## config.mk

```make
export PLATFORM = sky130hd
export DESIGN_NAME = clock_source_skew
export DESIGN_NICKNAME = d
export VERILOG_FILES = /design/src/clock_source_pkg.sv /design/src/tree_delay_line.sv /design/src/tmr_register.sv /design/src/clock_source_skew.sv
export VERILOG_INCLUDE_DIRS = /design/src
export SDC_FILE = /design/constraint.sdc
export NUM_CORES = 1
export LEC_CHECK = 0
export BUFFER_PORTS_ARGS = -buffer_cell sky130_fd_sc_hd__buf_2
export CAP_MARGIN = 20
export CORE_ASPECT_RATIO = 0.75
export CORE_MARGIN = 2
export CORE_UTILIZATION = 30
export DETAILED_ROUTE_END_ITERATION = 8
export GPL_ROUTABILITY_DRIVEN = 0
export SLEW_MARGIN = 40
export SYNTH_ARGS = -nofsm -noshare
export SYNTH_HDL_FRONTEND = slang
export SYNTH_HIERARCHICAL = 1
export SYNTH_SLANG_ARGS = --single-unit
```

## constraint.sdc

```tcl
create_clock -name mclk_in -period 4 [get_ports mclk_in]
set_clock_uncertainty 0.15 [all_clocks]
set_input_delay 0.2 -clock mclk_in [delete_from_list [all_inputs] [get_ports mclk_in]]
set_output_delay 0.2 -clock mclk_in [all_outputs]
set_load 0.05 [all_outputs]
```

## src/clock_source_defines.svh

```systemverilog
`ifndef CLOCK_SOURCE_DEFINES_SVH
`define CLOCK_SOURCE_DEFINES_SVH

// System clock rate used to turn times into cycle counts.
`define MCLK_MHZ            20

// Tree-offset select codes.
`define SKEW_NATURAL        2'h0
`define SKEW_MEDIUM         2'h1
`define SKEW_MAXIMUM        2'h2
`define SKEW_RESERVED       2'h3

// Tree offset step times in nanoseconds.
`define D1_NS               100
`define D2_NS               100
`define D3_NS               150
`define D4_NS               150

// Least times round up to whole cycles.
`define D1_CYC              ((`D1_NS * `MCLK_MHZ + 999) / 1000)
`define D2_CYC              ((`D2_NS * `MCLK_MHZ + 999) / 1000)
`define D3_CYC              ((`D3_NS * `MCLK_MHZ + 999) / 1000)
`define D4_CYC              ((`D4_NS * `MCLK_MHZ + 999) / 1000)
`define TREE_DEPTH          (`D1_CYC + `D2_CYC + `D3_CYC + `D4_CYC)
`define TAP_W               4

// Frequency multiplier of the loop, fixed in hardware.
`define PLL_MULT            4
`define PLL_MULT_LOG2       2
`define PERIOD_W            12
`define PERIOD_MAX          12'hFFF
`define PERIOD_MIN          12'h004
`define PERIOD_TOL          12'h001
`define LOCK_PERIODS        3'h4
`define LOCK_CNT_W          3

`define EVENT_CNT_W         8

`endif

```

## src/clock_source_pkg.sv

```systemverilog
package clock_source_pkg;

  typedef enum logic [1:0] {
    PLL_OFF,
    PLL_MEASURE,
    PLL_ACQUIRE,
    PLL_LOCKED
  } pll_state_type;

  typedef struct packed {
    logic tree_copy_a;
    logic tree_copy_b;
    logic tree_copy_c;
  } tree_type;

  typedef struct packed {
    logic pll_powered;
    logic pll_locked;
    logic direct_mode;
    logic skew_reserved;
  } clk_status_type;

endpackage

```

## src/tree_delay_line.sv

```systemverilog
`timescale 1ns/1ps
`include "clock_source_defines.svh"

// Delays a one-cycle tick by a selectable number of cycles, plus one register stage.
module tree_delay_line
#(
  parameter int DEPTH = 10
)
(
  input  wire logic              mclk_in,
  input  wire logic              rst_in,
  input  wire logic              tick_in,
  input  wire logic [`TAP_W-1:0] tap_in,
  output logic                   tick_out
);

  logic [DEPTH-1:0] shift_ff;
  logic             tick_ff;

  always_ff @(posedge mclk_in or posedge rst_in)
  begin
    if (rst_in)
    begin
      shift_ff <= '0;
    end
    else
    begin
      shift_ff <= {shift_ff[DEPTH-2:0], tick_in};
    end
  end

  // The tap is read one stage early into an output flop, so the delay is unchanged.
  always_ff @(posedge mclk_in or posedge rst_in)
  begin
    if (rst_in)
    begin
      tick_ff <= 1'b0;
    end
    else if (tap_in == '0)
    begin
      tick_ff <= tick_in;
    end
    else
    begin
      tick_ff <= shift_ff[tap_in - `TAP_W'(1)];
    end
  end

  always_comb
  begin
    tick_out = tick_ff;
  end

endmodule

```

## src/tmr_register.sv

```systemverilog
`timescale 1ns/1ps
`include "clock_source_defines.svh"

// Three copies of one state word, each loaded on the tick of its own tree, read through a vote.
module tmr_register
#(
  parameter int WIDTH = 1
)
(
  input  wire logic                            mclk_in,
  input  wire logic                            rst_in,
  input  wire clock_source_pkg::tree_type      tree_in,
  input  wire logic            [WIDTH-1:0]     d_in,
  output logic                 [WIDTH-1:0]     q_out
);
  import clock_source_pkg::*;

  logic [WIDTH-1:0] copy_a_ff;
  logic [WIDTH-1:0] copy_b_ff;
  logic [WIDTH-1:0] copy_c_ff;

  always_ff @(posedge mclk_in or posedge rst_in)
  begin
    if (rst_in)
    begin
      copy_a_ff <= '0;
    end
    else if (tree_in.tree_copy_a)
    begin
      copy_a_ff <= d_in;
    end
  end

  always_ff @(posedge mclk_in or posedge rst_in)
  begin
    if (rst_in)
    begin
      copy_b_ff <= '0;
    end
    else if (tree_in.tree_copy_b)
    begin
      copy_b_ff <= d_in;
    end
  end

  always_ff @(posedge mclk_in or posedge rst_in)
  begin
    if (rst_in)
    begin
      copy_c_ff <= '0;
    end
    else if (tree_in.tree_copy_c)
    begin
      copy_c_ff <= d_in;
    end
  end

  always_comb
  begin
    q_out = (copy_a_ff & copy_b_ff) | (copy_b_ff & copy_c_ff) | (copy_a_ff & copy_c_ff);
  end

endmodule

```

## src/clock_source_skew.sv

```systemverilog
`timescale 1ns/1ps
`include "clock_source_defines.svh"

// What this block does
// - Two independent clock domains exist, one for the core and one for the bus interface.
// - The bus-interface trees are fed only from the external bus clock input.
// - Bus-side activity is carried across into the core domain.
// - Core logic runs on the core trees and the bus interface never uses them.
// - With the direct select high the reference clock is the core clock unchanged.
// - With the direct select low the core clock comes from the loop at four times the reference.
// - The loop is powered down whenever the direct select is high.
// - The multiplier is fixed and the loop is steered only by dedicated pins.
// - The settled output rises once the loop is locked and delivering its clock.
// - State is held in three copies, each on its own tree, for both core and bus clocks.
// - Code 00 gives the natural skew between the three trees.
// - Code 01 offsets the second tree by D1 and the third by a further D3.
// - Code 10 offsets the second tree by D1 + D2 and the third by a further D3 + D4.
module clock_source_skew
(
  input  wire logic                                mclk_in,
  input  wire logic                                rst_in,
  input  wire logic                                ref_clk_in,
  input  wire logic                                direct_sel_in,
  input  wire logic           [1:0]                skew_sel_in,
  input  wire logic                                pci_clk_in,
  input  wire logic                                pci_event_in,
  output clock_source_pkg::tree_type               core_tree_out,
  output clock_source_pkg::tree_type               pci_tree_out,
  output logic                                     pll_lock_out,
  output clock_source_pkg::clk_status_type         status_out,
  output logic                                     core_event_out,
  output logic                [`EVENT_CNT_W-1:0]   core_event_count_out
);
  import clock_source_pkg::*;

  pll_state_type             pll_state_ff;
  pll_state_type             nxt_pll_state;
  logic                      ref_q_ff;
  logic                      ref_rise;
  logic [`PERIOD_W-1:0]      period_cnt_ff;
  logic [`PERIOD_W-1:0]      last_period_ff;
  logic [`PERIOD_W-1:0]      step;
  logic [`PERIOD_W-1:0]      sub_cnt_ff;
  logic [1:0]                ticks_left_ff;
  logic [`LOCK_CNT_W-1:0]    stable_cnt_ff;
  logic                      period_ok;
  logic                      ref_lost;
  logic                      pll_tick;
  logic                      pll_lock_ff;
  logic                      core_base_ff;
  logic                      pci_q_ff;
  logic                      pci_base_ff;
  logic [`TAP_W-1:0]         gap_ab;
  logic [`TAP_W-1:0]         gap_bc;
  logic [`TAP_W-1:0]         tap [3];
  tree_type                  core_tree;
  tree_type                  pci_tree;
  logic                      pci_toggle;
  logic                      sync_one;
  logic                      sync_two;
  logic                      sync_three;
  logic [`EVENT_CNT_W-1:0]   event_cnt;
  logic                      core_event_ff;
  clk_status_type            status_ff;

  always_comb
  begin
    ref_rise = ref_clk_in & ~ref_q_ff;
  end

  always_ff @(posedge mclk_in or posedge rst_in)
  begin
    if (rst_in)
    begin
      ref_q_ff <= 1'b0;
    end
    else
    begin
      ref_q_ff <= ref_clk_in;
    end
  end

  // Reference period in system cycles, saturating so a stopped reference is seen.
  always_ff @(posedge mclk_in or posedge rst_in)
  begin
    if (rst_in)
    begin
      period_cnt_ff  <= '0;
      last_period_ff <= '0;
    end
    else if (pll_state_ff == PLL_OFF)
    begin
      period_cnt_ff  <= '0;
      last_period_ff <= '0;
    end
    else if (ref_rise)
    begin
      period_cnt_ff  <= `PERIOD_W'(1);
      last_period_ff <= period_cnt_ff;
    end
    else if (period_cnt_ff != `PERIOD_MAX)
    begin
      period_cnt_ff <= period_cnt_ff + `PERIOD_W'(1);
    end
  end

  always_comb
  begin
    period_ok = (period_cnt_ff >= `PERIOD_MIN) &&
                (period_cnt_ff <= last_period_ff + `PERIOD_TOL) &&
                (period_cnt_ff + `PERIOD_TOL >= last_period_ff);
    ref_lost  = (last_period_ff != '0) &&
                (period_cnt_ff > {last_period_ff[`PERIOD_W-2:0], 1'b0});
    step      = period_cnt_ff >> `PLL_MULT_LOG2;
  end

  // Loop state: powered down by the direct select, otherwise measure, acquire, lock.
  always_comb
  begin
    nxt_pll_state = pll_state_ff;
    case (pll_state_ff)
      PLL_OFF:
      begin
        nxt_pll_state = PLL_MEASURE;
      end
      PLL_MEASURE:
      begin
        if (ref_rise)
        begin
          nxt_pll_state = PLL_ACQUIRE;
        end
      end
      PLL_ACQUIRE:
      begin
        if (ref_lost)
        begin
          nxt_pll_state = PLL_MEASURE;
        end
        else if (ref_rise && period_ok && stable_cnt_ff == `LOCK_PERIODS - `LOCK_CNT_W'(1))
        begin
          nxt_pll_state = PLL_LOCKED;
        end
      end
      PLL_LOCKED:
      begin
        if (ref_lost || (ref_rise && !period_ok))
        begin
          nxt_pll_state = PLL_ACQUIRE;
        end
      end
      default:
      begin
        nxt_pll_state = PLL_OFF;
      end
    endcase
    if (direct_sel_in)
    begin
      nxt_pll_state = PLL_OFF;
    end
  end

  always_ff @(posedge mclk_in or posedge rst_in)
  begin
    if (rst_in)
    begin
      pll_state_ff <= PLL_OFF;
    end
    else
    begin
      pll_state_ff <= nxt_pll_state;
    end
  end

  // Counts consecutive reference periods that agree within tolerance.
  always_ff @(posedge mclk_in or posedge rst_in)
  begin
    if (rst_in)
    begin
      stable_cnt_ff <= '0;
    end
    else if (pll_state_ff != PLL_ACQUIRE)
    begin
      stable_cnt_ff <= '0;
    end
    else if (ref_rise)
    begin
      stable_cnt_ff <= period_ok ? stable_cnt_ff + `LOCK_CNT_W'(1) : '0;
    end
  end

  always_comb
  begin
    pll_tick = 1'b0;
    if (pll_state_ff == PLL_ACQUIRE || pll_state_ff == PLL_LOCKED)
    begin
      if (ref_rise)
      begin
        pll_tick = 1'b1;
      end
      else if (ticks_left_ff != 2'h0 && sub_cnt_ff == '0)
      begin
        pll_tick = 1'b1;
      end
    end
  end

  always_ff @(posedge mclk_in or posedge rst_in)
  begin
    if (rst_in)
    begin
      sub_cnt_ff    <= '0;
      ticks_left_ff <= 2'h0;
    end
    else if (pll_state_ff != PLL_ACQUIRE && pll_state_ff != PLL_LOCKED)
    begin
      sub_cnt_ff    <= '0;
      ticks_left_ff <= 2'h0;
    end
    else if (ref_rise)
    begin
      sub_cnt_ff    <= (step == '0) ? '0 : step - `PERIOD_W'(1);
      ticks_left_ff <= 2'(`PLL_MULT - 1);
    end
    else if (ticks_left_ff != 2'h0)
    begin
      if (sub_cnt_ff == '0)
      begin
        sub_cnt_ff    <= (last_period_ff >> `PLL_MULT_LOG2) - `PERIOD_W'(1);
        ticks_left_ff <= ticks_left_ff - 2'h1;
      end
      else
      begin
        sub_cnt_ff <= sub_cnt_ff - `PERIOD_W'(1);
      end
    end
  end

  always_ff @(posedge mclk_in or posedge rst_in)
  begin
    if (rst_in)
    begin
      pll_lock_ff <= 1'b0;
    end
    else
    begin
      pll_lock_ff <= (nxt_pll_state == PLL_LOCKED);
    end
  end

  always_ff @(posedge mclk_in or posedge rst_in)
  begin
    if (rst_in)
    begin
      core_base_ff <= 1'b0;
    end
    else
    begin
      core_base_ff <= direct_sel_in ? ref_rise : pll_tick;
    end
  end

  // bus trees from bus clock only
  always_ff @(posedge mclk_in or posedge rst_in)
  begin
    if (rst_in)
    begin
      pci_q_ff    <= 1'b0;
      pci_base_ff <= 1'b0;
    end
    else
    begin
      pci_q_ff    <= pci_clk_in;
      pci_base_ff <= pci_clk_in & ~pci_q_ff;
    end
  end

  // Reserved code 11 falls back to natural skew.
  always_comb
  begin
    gap_ab = '0;
    gap_bc = '0;
    case (skew_sel_in)
      `SKEW_MEDIUM:
      begin
        gap_ab = `TAP_W'(`D1_CYC);
        gap_bc = `TAP_W'(`D3_CYC);
      end
      `SKEW_MAXIMUM:
      begin
        gap_ab = `TAP_W'(`D1_CYC + `D2_CYC);
        gap_bc = `TAP_W'(`D3_CYC + `D4_CYC);
      end
      default:
      begin
        gap_ab = '0;
        gap_bc = '0;
      end
    endcase
    tap[0] = '0;
    tap[1] = gap_ab;
    tap[2] = gap_ab + gap_bc;
  end

  tree_delay_line #(.DEPTH(`TREE_DEPTH)) u_core_a
  (
    .mclk_in  (mclk_in),
    .rst_in   (rst_in),
    .tick_in  (core_base_ff),
    .tap_in   (tap[0]),
    .tick_out (core_tree.tree_copy_a)
  );

  tree_delay_line #(.DEPTH(`TREE_DEPTH)) u_core_b
  (
    .mclk_in  (mclk_in),
    .rst_in   (rst_in),
    .tick_in  (core_base_ff),
    .tap_in   (tap[1]),
    .tick_out (core_tree.tree_copy_b)
  );

  tree_delay_line #(.DEPTH(`TREE_DEPTH)) u_core_c
  (
    .mclk_in  (mclk_in),
    .rst_in   (rst_in),
    .tick_in  (core_base_ff),
    .tap_in   (tap[2]),
    .tick_out (core_tree.tree_copy_c)
  );

  tree_delay_line #(.DEPTH(`TREE_DEPTH)) u_pci_a
  (
    .mclk_in  (mclk_in),
    .rst_in   (rst_in),
    .tick_in  (pci_base_ff),
    .tap_in   (tap[0]),
    .tick_out (pci_tree.tree_copy_a)
  );

  tree_delay_line #(.DEPTH(`TREE_DEPTH)) u_pci_b
  (
    .mclk_in  (mclk_in),
    .rst_in   (rst_in),
    .tick_in  (pci_base_ff),
    .tap_in   (tap[1]),
    .tick_out (pci_tree.tree_copy_b)
  );

  tree_delay_line #(.DEPTH(`TREE_DEPTH)) u_pci_c
  (
    .mclk_in  (mclk_in),
    .rst_in   (rst_in),
    .tick_in  (pci_base_ff),
    .tap_in   (tap[2]),
    .tick_out (pci_tree.tree_copy_c)
  );

  always_comb
  begin
    core_tree_out = core_tree;
    pci_tree_out  = pci_tree;
  end

  tmr_register #(.WIDTH(1)) u_pci_toggle
  (
    .mclk_in (mclk_in),
    .rst_in  (rst_in),
    .tree_in (pci_tree),
    .d_in    (pci_toggle ^ pci_event_in),
    .q_out   (pci_toggle)
  );

  tmr_register #(.WIDTH(1)) u_sync_one
  (
    .mclk_in (mclk_in),
    .rst_in  (rst_in),
    .tree_in (core_tree),
    .d_in    (pci_toggle),
    .q_out   (sync_one)
  );

  tmr_register #(.WIDTH(1)) u_sync_two
  (
    .mclk_in (mclk_in),
    .rst_in  (rst_in),
    .tree_in (core_tree),
    .d_in    (sync_one),
    .q_out   (sync_two)
  );

  tmr_register #(.WIDTH(1)) u_sync_three
  (
    .mclk_in (mclk_in),
    .rst_in  (rst_in),
    .tree_in (core_tree),
    .d_in    (sync_two),
    .q_out   (sync_three)
  );

  tmr_register #(.WIDTH(`EVENT_CNT_W)) u_event_cnt
  (
    .mclk_in (mclk_in),
    .rst_in  (rst_in),
    .tree_in (core_tree),
    .d_in    (event_cnt + `EVENT_CNT_W'(sync_two ^ sync_three)),
    .q_out   (event_cnt)
  );

  // One pulse per crossed event, in the cycle after the first core tree tick.
  always_ff @(posedge mclk_in or posedge rst_in)
  begin
    if (rst_in)
    begin
      core_event_ff <= 1'b0;
    end
    else
    begin
      core_event_ff <= core_tree.tree_copy_a & (sync_two ^ sync_three);
    end
  end

  always_ff @(posedge mclk_in or posedge rst_in)
  begin
    if (rst_in)
    begin
      status_ff <= '0;
    end
    else
    begin
      status_ff.pll_powered   <= (nxt_pll_state != PLL_OFF);
      status_ff.pll_locked    <= (nxt_pll_state == PLL_LOCKED);
      status_ff.direct_mode   <= direct_sel_in;
      status_ff.skew_reserved <= (skew_sel_in == `SKEW_RESERVED);
    end
  end

  always_comb
  begin
    pll_lock_out         = pll_lock_ff;
    status_out           = status_ff;
    core_event_out       = core_event_ff;
    core_event_count_out = event_cnt;
  end

endmodule

```

==> qor.yml, run 1 <==
cts:
  cts_tree: "yes"
  cts_num_sinks: 154
  post_cts_resized: 0
  clock_path_buffers: 2
  cts_buffers: 17
  cts_max_level: 4
  clock_latency_ns: 0.44
  clkTransAtPathRegs_ns: 0.06
  cts-root-buf: "clkbuf_16"
setup_path:
  cp.arrival_ns: 3.68
  cp-end-kind: "flip-flop"
  worstSetupStartpoint: "last_period_ff[2]"
  crit_end: "status_out[2]"
  crit_type: "reg -> reg"
  rr_endpoint: "status_out[2]"
  start_kind: "flip-flop"
  reg2reg_from: "last_period_ff[2]"
  path_max_fanout: 7
  crit_required_ns: 4.20
  worst-r2r-setup-slack_ns: 0.52
  rr_worst_depth: 11
detailed_routing:
  via_per_inst: 4.73
  wl_per_cell_um: 14.3
  via_count: 6017
  wirelength_mm: 18.2
  ant_nets: 0
  drt-initial-drc-count: 456
  dr.pass1.iters: 5
  drc: 0
power_and_ir_drop:
  finalPower_mw: 3.99
  max-vdd-ir-drop_v: 0.000276
  power_density_nw_per_um2: 402
  p_leak_nw: 4.62
global_routing:
  grt_use_total_pct: 12.8
  grt_pass1_vias: 5942
  grt_max_degree: 32
  grt_remaining_overflow: 0
  antenna_found_initial: 0
  grt_first_pass_wirelength_mm: 30.7
die:
  die_y_um: 151
  die-area_um2: 30400
  core_um2: 28200
  chipWidth_um: 201
  io_pins: 28
  rows: 53
  initial_core_util_pct: 30.8
yosys:
  yosysWarnings: 6
  synth-edff-count: 0
  synth.distinct_cells: 62
  synth_cells: 809
  synth_ff_type: "dfrtp_1"
  seq_area_frac_synth_pct: 44.3
  ys_ff_latch: 154
  syn_area_um2: 8700
  postSynth.asyncResetShare_pct: 100
  synth.avg_cell_area_um2: 10.8
placed_design:
  dpl.hpwl_mm: 13.0
  io_buffers: 27
sta:
  tns_ns: 0
  drv_slew: 0
  min_period_ns: 3.48
  rsz0062_at_grt: "false"
  post-route-period-util_pct: 86.9
  fmax_mhz: 288
  tightestPinTransition_ns: 0.756
  setup_viol: 0
  max-slew-margin-rel_pct: 49.6
  final_hold_viol_count: 0
  whs_ns: 0.0933
job:
  max_cap_violations: 0
outcome:
  status: "finished, final reports clean"
final_layout:
  layout_commonest_cell: "dfrtp_1"
  mostFrequentLayoutCells: "dfrtp_1 (154), nand2_1 (70), ha_1 (64), a21oi_1 (62), inv_1 (55)"
  areaGrowthSynthToFinish_pct: 14.1
  antenna_cells: 0
  final_nets: 946
  drive_above_1_share_pct: 12.4
  final_util_pct: 35.1
worst_hold_path:
  holdCritPathClass: "in -> reg"
## synthesized netlist by cell type (6+ instances only)
cell	n	area share, %
nand4_1	13	0.93
nor2_1	44	1.9
inv_1	57	2.5
mux4_1	12	3.6
o21ai_0	24	1.4
nand2_1	70	3.0
clkbuf_1	17	0.73
xnor2_1	46	4.6
buf_6	10	1.3
and3_1	7	0.50
a21oi_1	62	3.6
ha_1	64	9.2
dfrtp_1	154	44
mux2_1	8	1.0
o221ai_1	6	0.60
a211oi_1	7	0.60
nor3_1	26	1.5
mux2_4	28	4.8
o31a_1	6	0.60
nand3_1	32	1.8
mux2i_1	20	2.3
nor2b_1	8	0.58
o21bai_1	6	0.52
maj3_1	8	0.92
xor2_1	9	0.91
## sequential cells by signal, summed over array words and instances, names as in the netlist, 10 cells and up
| signal | cells |
|---|---|
| last_period_ff | 12 |
| period_cnt_ff | 12 |
| sub_cnt_ff | 12 |
| u_core_a/shift_ff | 10 |
| u_core_b/shift_ff | 10 |
| u_core_c/shift_ff | 10 |
| u_pci_a/shift_ff | 10 |
| u_pci_b/shift_ff | 10 |
| u_pci_c/shift_ff | 10 |
## stage by stage
| stage | instance area (um2) | setup WS [ns] | instances |
|---|---|---|---|
| global placement | 9310 | 0.681 | 1234 |
| finish | 9930 | 0.524 | 1272 |
| global route | 9930 | 0.254 | 1272 |
| detailed placement | 9320 | 0.594 | 1234 |
| CTS | 9930 | 0.594 | 1272 |
| floorplan | 8840 | 1.17 | 846 |
## critical path, stage by stage, from the launching register on
cell	delay (ns)
dfrtp_1	0.47
inv_1	0.17
nor3_1	0.32
and3_1	0.33
nand3_1	0.13
xnor2_1	0.14
ha_1	0.31
a21oi_1	0.19
o21ai_0	0.17
o31ai_1	0.62
a211oi_2	0.18
nor3b_1	0.21
## layer usage
metal,global-route usage (%),vias up,share of wire [%]
met1,18.6,2896,53
met3,3.70,15,5.3
li1,-,2960,-
met5,0,-,0
met4,3.15,0,0.92
met2,18.5,146,41
## report_power, final
group | leakage (nW) | internal (mW) | total [mW] | switching, mW
clock | 0.267 | 0.864 | 1.54 | 0.674
sequential | 2.06 | 1.69 | 1.79 | 0.0998
combinational | 2.29 | 0.297 | 0.666 | 0.369
total | 4.62 | 2.85 | 3.99 | 1.14
## what timing repair did
item | in CTS | in global routing
setup buffers | 0 | 0
hold buffers | 6 | 0
endpoints found under the hold margin | 132 | 0
## worst min path at each step
| stage | start | end | slack [ns] | cells after the start |
|---|---|---|---|---|
| after floorplan | rst_in | u_pci_toggle/copy_a_ff | -0.20 | 1 |
| after global placement | rst_in | u_sync_two/copy_c_ff | 0.07 | 2 |
| after detailed placement | rst_in | u_sync_one/copy_c_ff | 0.06 | 2 |
| after CTS | pci_event_in | u_pci_toggle/copy_c_ff | 0.07 | 3 |
| after global routing | pci_event_in | u_pci_toggle/copy_c_ff | 0.09 | 3 |
| final | pci_event_in | u_pci_toggle/copy_c_ff | 0.09 | 3 |
## logic make-up (layout without fill, tap and decap cells)
group	count (synthesis)	after routing	synth area share (%)
AO/OA/AOI/OAI	144	144	10.4
XOR/XNOR	55	55	5.54
adder cells (fa/ha/maj)	76	76	10.6
buffers and inverters	89	130	4.80
flip-flops	154	154	44.3
multiplexers	69	69	11.9
other	1	38	0.0431
AND/OR/NAND/NOR	221	221	12.4
## layout make-up
type / count / area, um2
clock inverters: 12 / 115
flip-flops and latches: 154 / 3850
multi-input cells: 603 / 4580
well taps: 385 / 482
fillers: 2845 / 18300
inverters: 58 / 218
repair buffers: 40 / 248
clock buffers: 20 / 437
(Power assumes the default switching activity.)
==> run 2, diff against run 1 <==
--- a/config.mk
+++ b/config.mk
@@ -6,6 +6,7 @@
 export SDC_FILE = /design/constraint.sdc
 export NUM_CORES = 1
 export LEC_CHECK = 0
+export ABC_AREA = 1
 export BUFFER_PORTS_ARGS = -buffer_cell sky130_fd_sc_hd__buf_2
 export CAP_MARGIN = 20
 export CORE_ASPECT_RATIO = 0.75
==> run 2 against run 1 <==
Setup slack gained 0.21 ns. Largest cell class unchanged. Clock power grew 8%. Die area grew 3.5%. Worst hold slack gained 0.068 ns. Fmax grew 6.4%. Highest routed layer unchanged. Register-to-register slack gained 0.21 ns. Sequential power is essentially flat. Clock-buffer cell count shrank 3. Sequential share of layout area shrank 1.9 points. Via count grew 22%.
==> qor.yml, run 2 <==
yosys:
  synth_area_leaders: "dfrtp_1 (43%), nand2_1 (12%), ha_1 (8.9%)"
  ys_ff_latch: 154  # unchanged
  yosysWarnings: 6  # unchanged
  postSynth.asyncResetShare_pct: 100  # unchanged
  synth.distinct_cells: 43  # -31%
  synth-edff-count: 0  # unchanged
  synth.top_cell.area_share_pct: 42.8  # -1.5 points
  ys_top_cells_by_count: "nand2_1 (282), inv_1 (201), dfrtp_1 (154)"
  yosys.area.top_type: "dfrtp_1"
  syn_area_um2: 9010  # +3.6%
  synth_cells: 1149  # +42%
  synth.avg_cell_area_um2: 7.84  # -27%
  seq_area_frac_synth_pct: 42.8  # -1.5 points
  yosys.cell_count.top_type: "nand2_1"
  synth_ff_type: "dfrtp_1"
cts:
  clock_latency_ns: 0.43  # about the same
  clock_path_buffers: 2  # unchanged
  post_cts_resized: 0  # unchanged
  cts_setup_buffers: 0  # unchanged
  cts_buffers: 17  # unchanged
  cts-root-buf: "clkbuf_16"
  clkTransAtPathRegs_ns: 0.07  # about the same
  postCtsHoldBufs: 7  # +1
  cts_num_sinks: 154  # unchanged
  cts_tree: "yes"
  cts_max_level: 4  # unchanged
global_routing:
  grt_max_degree: 29  # -9.4%
  grt_use_met1_pct: 19.1  # +0.54 points
  grt_first_pass_wirelength_mm: 34.3  # +12%
  grt_use_total_pct: 13.4  # +0.66 points
  grt_remaining_overflow: 0  # unchanged
  use_met2_pct: 20.1  # +1.6 points
  grtUsageMet3_pct: 3.20  # -0.50 points
  antenna_found_initial: 0  # unchanged
  grt_pass1_vias: 7016  # +18%
  grt.busiest_layer: "met2"
setup_path:
  worstSetupStartpoint: "period_cnt_ff[2]"
  crit_type: "reg -> reg"
  rr_worst_depth: 19  # +8
  start_kind: "flip-flop"
  reg2reg_from: "period_cnt_ff[2]"
  slowest_delay_ns: 0.50  # -0.12 ns
  crit_buf_inv: 2  # +1
  crit_cells: 19  # +8
  crit_end: "stable_cnt_ff[0]"
  cp.arrival_ns: 3.46  # -0.22 ns
  cp-end-kind: "flip-flop"
  cpLargestDelayFamily: "simple AND/OR/NAND/NOR gates"
  path_max_fanout: 7  # unchanged
  crit_required_ns: 4.19  # about the same
  crit_chain: "inv_1 > nor3_2 > nand3_2 > nor2_2 > nand3_2 > nor2_2 > xor2_1 > inv_1 > ha_1 > nand2_1 > nor2_1 > nand2_1 > nor2_1 > nand2_1 > nand4_1 > nand3_1 > nor2_1 > nand3_1 > o21ai_0"
  rr_endpoint: "stable_cnt_ff[0]"
  worst-r2r-setup-slack_ns: 0.73  # +0.21 ns
  slowest_stage: "dfrtp_1"
detailed_routing:
  dr.pass1.iters: 5  # unchanged
  via_per_inst: 4.45  # -5.9%
  ant_nets: 0  # unchanged
  wl_per_cell_um: 12.0  # -16%
  wirelength_mm: 19.6  # +7.9%
  drc: 0  # unchanged
  drt-initial-drc-count: 523  # +15%
  via_count: 7312  # +22%
sta:
  setup_viol: 0  # unchanged
  rsz0062_at_grt: "false"
  post-route-period-util_pct: 81.6  # -5.3 points
  tightestPinTransition_ns: 0.783  # +0.0269 ns
  whs_ns: 0.162  # +0.0683 ns
  max-slew-margin-rel_pct: 47.8  # -1.8 points
  final_hold_viol_count: 0  # unchanged
  tns_ns: 0  # unchanged
  fmax_mhz: 306  # +6.4%
  drv_slew: 0  # unchanged
  setup_slack_ns: 0.735  # +0.210 ns
  min_period_ns: 3.27  # -0.210 ns
die:
  rows: 54  # +1.9%
  io_pins: 28  # unchanged
  chipWidth_um: 204  # +1.7%
  core_um2: 29300  # +3.8%
  die_y_um: 154  # +1.7%
  initial_core_util_pct: 30.7  # -0.069 points
  die-area_um2: 31500  # +3.5%
power_and_ir_drop:
  max-vdd-ir-drop_v: 0.000298  # +8.3%
  power_density_nw_per_um2: 422  # +4.9%
  p_leak_nw: 5.38  # +17%
job:
  max_cap_violations: 0  # unchanged
worst_hold_path:
  holdCritPathClass: "in -> async"
final_layout:
  layout_commonest_cell: "nand2_1"
  drive_above_1_share_pct: 9.83  # -2.6 points
  mostFrequentLayoutCells: "nand2_1 (282), inv_1 (199), dfrtp_1 (154), nor2_1 (92), nand3_1 (79)"
  reg_top3: "last_period_ff (12), period_cnt_ff (12), sub_cnt_ff (12)"
  areaGrowthSynthToFinish_pct: 15.7
  antenna_cells: 0  # unchanged
  final_nets: 1310  # +38%
outcome:
  status: "finished, final reports clean"
placed_design:
  io_buffers: 27  # unchanged
  dp_slack_ns: 0.761  # +0.167 ns
  dpl.hpwl_mm: 14.7  # +13%
## run 2: cell count changes after synthesis, moves of 16 or more
cell | previous run | this run
nand2_1 | 70 | 282
inv_1 | 57 | 201
nor2_1 | 44 | 92
nand3_1 | 32 | 79
o21ai_0 | 24 | 68
xnor2_1 | 46 | 7
a21oi_1 | 62 | 34
mux2_4 | 28 | 0
nor3_1 | 26 | 5
mux2i_1 | 20 | 0
xor2_1 | 9 | 25
## run 2: worst register-to-register path, delay by kind of cell, from the launching register on
family                   cells  cell delay, ns
XOR/XNOR                     1            0.18
AND/OR/NAND/NOR             14            1.73
AO/OA/AOI/OAI                1            0.09
buffers and inverters        2            0.22
adder cells (fa/ha/maj)      1            0.28
flip-flops                   1            0.50
## run 2: kinds of logic (layout without fill, tap and decap cells)
| logic type | after synthesis | in the layout | share of synthesized area [%] |
|---|---|---|---|
| AND/OR/NAND/NOR | 526 | 526 | 26.1 |
| flip-flops | 154 | 154 | 42.8 |
| buffers and inverters | 225 | 282 | 9.79 |
| AO/OA/AOI/OAI | 147 | 147 | 9.26 |
| other | 1 | 46 | 0.0416 |
| XOR/XNOR | 32 | 32 | 3.11 |
| adder cells (fa/ha/maj) | 64 | 64 | 8.89 |
## run 2: per-layer routing
| layer | vias up | routed length, um | share of wire (%) |
|---|---|---|---|
| met5 | - | 0 | 0 |
| met4 | 0 | 208 | 1.1 |
| met3 | 15 | 1030 | 5.3 |
| met2 | 149 | 8270 | 42 |
| met1 | 3376 | 10100 | 52 |
| li1 | 3772 | - | - |
## run 2: layout make-up
cell class / count / area, um2
inverters: 212 / 796
fillers: 3050 / 18900
clock buffers: 17 / 425
well taps: 392 / 490
multi-input cells: 815 / 4440
flip-flops and latches: 154 / 3850
repair buffers: 38 / 235
clock inverters: 15 / 183
## run 2: worst min path at each step
| stage | from | end |
|---|---|---|
| 2_1_floorplan | rst_in | u_pci_toggle/copy_a_ff |
| 3_3_place_gp | rst_in | u_pci_toggle/copy_a_ff |
| 3_5_place_dp | rst_in | u_sync_three/copy_c_ff |
| 4_1_cts | rst_in | u_sync_three/copy_c_ff |
| 5_1_grt | rst_in | u_sync_three/copy_c_ff |
| 6_report | rst_in | u_sync_three/copy_c_ff |
## run 2: stage by stage
step | power, mW | utilization (%) | cells | cell area (um2)
after global placement | 2.74 | 33.2 | 1604 | 9750
after CTS | 4.45 | 35.6 | 1643 | 10400
final | 4.40 | 35.6 | 1643 | 10400
after global routing | 4.67 | 35.6 | 1643 | 10400
after detailed placement | 2.75 | 33.2 | 1604 | 9750
after floorplan | 2.54 | - | 1194 | 9180
## run 2: where the power goes
group,switching (mW),total [mW],internal (mW)
combinational,0.613,0.914,0.301
clock,0.718,1.66,0.945
sequential,0.125,1.82,1.70
==> run 3, diff against run 2 <==
--- a/config.mk
+++ b/config.mk
@@ -6,7 +6,7 @@
 export SDC_FILE = /design/constraint.sdc
 export NUM_CORES = 1
 export LEC_CHECK = 0
-export ABC_AREA = 1
+export ABC_AREA = 0
 export BUFFER_PORTS_ARGS = -buffer_cell sky130_fd_sc_hd__buf_2
 export CAP_MARGIN = 20
 export CORE_ASPECT_RATIO = 0.75
==> constraint.sdc (replaced) <==
create_clock -name mclk_in -period 3 [get_ports mclk_in]
set_clock_uncertainty 0.15 [all_clocks]
set_input_delay 0.15 -clock mclk_in [delete_from_list [all_inputs] [get_ports mclk_in]]
set_output_delay 0.15 -clock mclk_in [all_outputs]
set_load 0.05 [all_outputs]
==> run 3 against run 2 <==
Setup slack got worse by 0.53 ns. Sequential share of layout area increased by 0.46 points. Critical path type unchanged. Critical path depth decreased by 6. Combinational power increased by 0.8%.
==> qor.yml, run 3 (synthesis results as in run 1) <==
power_and_ir_drop:
  power_density_nw_per_um2: 529  # +25%
  max-vdd-ir-drop_v: 0.000378  # +27%
  power_frac_seq_pct: 43.6  # +2.2 points
  switching_share_pct: 27.1  # -6.0 points
  p_int_mw: 3.97  # +35%
  p_clk_share_pct: 39.5  # +1.7 points
  finalPower_mw: 5.45  # +24%
  comb_power_share_pct: 16.9  # -3.9 points
  switching_power_mw: 1.48  # +1.4%
  p_leak_nw: 4.82  # -10%
final_layout:
  final_nets: 982  # -25%
  areaGrowthSynthToFinish_pct: 18.4
  reg_top3: "last_period_ff (12), period_cnt_ff (12), sub_cnt_ff (12)"
  mostFrequentLayoutCells: "dfrtp_1 (154), nand2_1 (70), ha_1 (63), a21oi_1 (60), inv_1 (55)"
  layout_commonest_cell: "dfrtp_1"
  drive_above_1_share_pct: 17.0  # +7.2 points
  final_util_pct: 36.5  # +0.90 points
  antenna_cells: 0  # unchanged
detailed_routing:
  ant_nets: 0  # unchanged
  wl_per_cell_um: 14.0  # +17%
  drc: 0  # unchanged
  via_per_inst: 4.74  # +6.5%
  drt-initial-drc-count: 492  # -5.9%
  dr.pass1.iters: 5  # unchanged
  via_count: 6192  # -15%
  wirelength_mm: 18.3  # -6.9%
setup_path:
  cpLargestDelayFamily: "compound AO/OA/AOI/OAI gates"
  crit_buf_inv: 4  # +2
  worst_path_most_repeated_cell: "buf_4"
  crit_required_ns: 3.20  # -0.99 ns
  cp-end-kind: "flip-flop"
  path_max_fanout: 5  # -2
  crit_type: "reg -> reg"
  start_kind: "flip-flop"
  slowest_delay_ns: 0.37  # -0.13 ns
  cp.arrival_ns: 2.99  # -0.47 ns
  crit_chain: "buf_4 > ha_1 > buf_4 > nand4_1 > xor2_1 > inv_1 > ha_1 > nand4_1 > a211o_1 > a211oi_2 > buf_4 > a211oi_2 > nor3b_1"
  slowest_stage: "dfrtp_1"
outcome:
  status: "finished, final reports clean"
global_routing:
  grt_max_degree: 36  # +24%
  grt_first_pass_wirelength_mm: 30.3  # -12%
  grt_pass1_vias: 5916  # -16%
  grt_use_total_pct: 12.5  # -0.88 points
  antenna_found_initial: 0  # unchanged
  grt_remaining_overflow: 0  # unchanged
cts:
  clkTransAtPathRegs_ns: 0.06  # about the same
  cts_setup_buffers: 0  # unchanged
  cts_num_sinks: 154  # unchanged
  clock_latency_ns: 0.44  # about the same
  cts_tree: "yes"
  clock_path_buffers: 2  # unchanged
  cts-root-buf: "clkbuf_16"
  cts_max_level: 4  # unchanged
  cts_buffers: 17  # unchanged
placed_design:
  io_buffers: 27  # unchanged
  dp_slack_ns: 0.0425  # -0.719 ns
  dpl.hpwl_mm: 13.5  # -7.9%
die:
  core_um2: 28200  # -3.7%
  rows: 53  # -1.9%
  chipWidth_um: 201  # -1.7%
  initial_core_util_pct: 30.8  # +0.069 points
  io_pins: 28  # unchanged
  die_y_um: 151  # -1.7%
  die-area_um2: 30400  # -3.4%
sta:
  post-route-period-util_pct: 93.1  # +11 points
  min_period_ns: 2.79  # -0.473 ns
  fmax_mhz: 358  # +17%
  max-slew-margin-rel_pct: 47.2  # -0.59 points
  tightestPinTransition_ns: 0.792  # +0.00888 ns
  whs_ns: 0.0419  # -0.120 ns
  tns_ns: 0  # unchanged
  setup_slack_ns: 0.208  # -0.527 ns
  drv_slew: 0  # unchanged
  setup_viol: 0  # unchanged
  rsz0062_at_grt: "false"
  final_hold_viol_count: 0  # unchanged
job:
  max_cap_violations: 0  # unchanged
worst_hold_path:
  holdCritPathClass: "in -> reg"
run 3: cell types whose count changed in the layout (fill, tap and decap cells not counted), moves of 13 or more:
cell     before  now
o21ai_0      68   22
mux2i_1       0   20
nor3_1        5   21
nand2_1     282   70
buf_4         4   43
mux2_4        0   28
nor2_1       92   44
xnor2_1       7   45
inv_1       199   55
xor2_1       25    9
a21oi_1      34   60
o22ai_1      15    2
nand3_1      79   32
run 3: per-stage QoR:
| step | cells | instance area (um2) |
|---|---|---|
| floorplan | 846 | 8840 |
| global placement | 1270 | 9580 |
| detailed placement | 1270 | 9580 |
| CTS | 1307 | 10200 |
| global route | 1307 | 10300 |
| finish | 1307 | 10300 |
run 3: worst min-delay path: stages:
cell    delay [ns]
buf_2         0.08
xor2_1        0.08
mux2_4        0.26
run 3: final cells by class:
type | count | area [um2]
clock buffer | 23 | 478
inverter | 58 | 218
timing repair buffer | 76 | 518
sequential | 154 | 3850
multi-input combinational | 603 | 4640
clock inverter | 8 | 108
tap | 385 | 482
fill | 2780 | 17900
run 3: power by group through the flow:
| stage | Sequential [mW] | Clock [mW] | Combinational, mW |
|---|---|---|---|
| finish | 2.38 | 2.15 | 0.921 |
| global route | 2.40 | 2.29 | 1.02 |
| global placement | 2.41 | 0 | 0.900 |
| CTS | 2.38 | 2.20 | 0.922 |
| detailed placement | 2.41 | 0 | 0.912 |
| floorplan | 2.42 | 0 | 0.682 |
run 3: repair_timing:
action	CTS	global route
hold endpoints to repair	128	0
hold buffers	6	0
endpoints found under the setup margin	0	5
gates resized for setup	0	16
run 3: per-layer routing:
metal / wire [um] / GRT usage (%)
met3: 1040 / 3.17
met5: 0 / 0
met4: 216 / 3.41
met2: 7640 / 18.4
met1: 9400 / 18.3
run 3: worst paths after layout:
check	startpoint	endpoint	slack (ns)	cells past startpoint
max	period_cnt_ff[0]	status_out[2]	0.21	13
min	pci_event_in	u_pci_toggle/copy_c_ff	0.04	3
max reg2reg	period_cnt_ff[0]	status_out[2]	0.21	13
min reg2reg	u_core_c/shift_ff[4]	u_core_c/shift_ff[5]	0.21	0
max in group asynchronous	rst_in	stable_cnt_ff[0]	1.59	4
min in group asynchronous	rst_in	u_sync_three/copy_a_ff	0.10	3
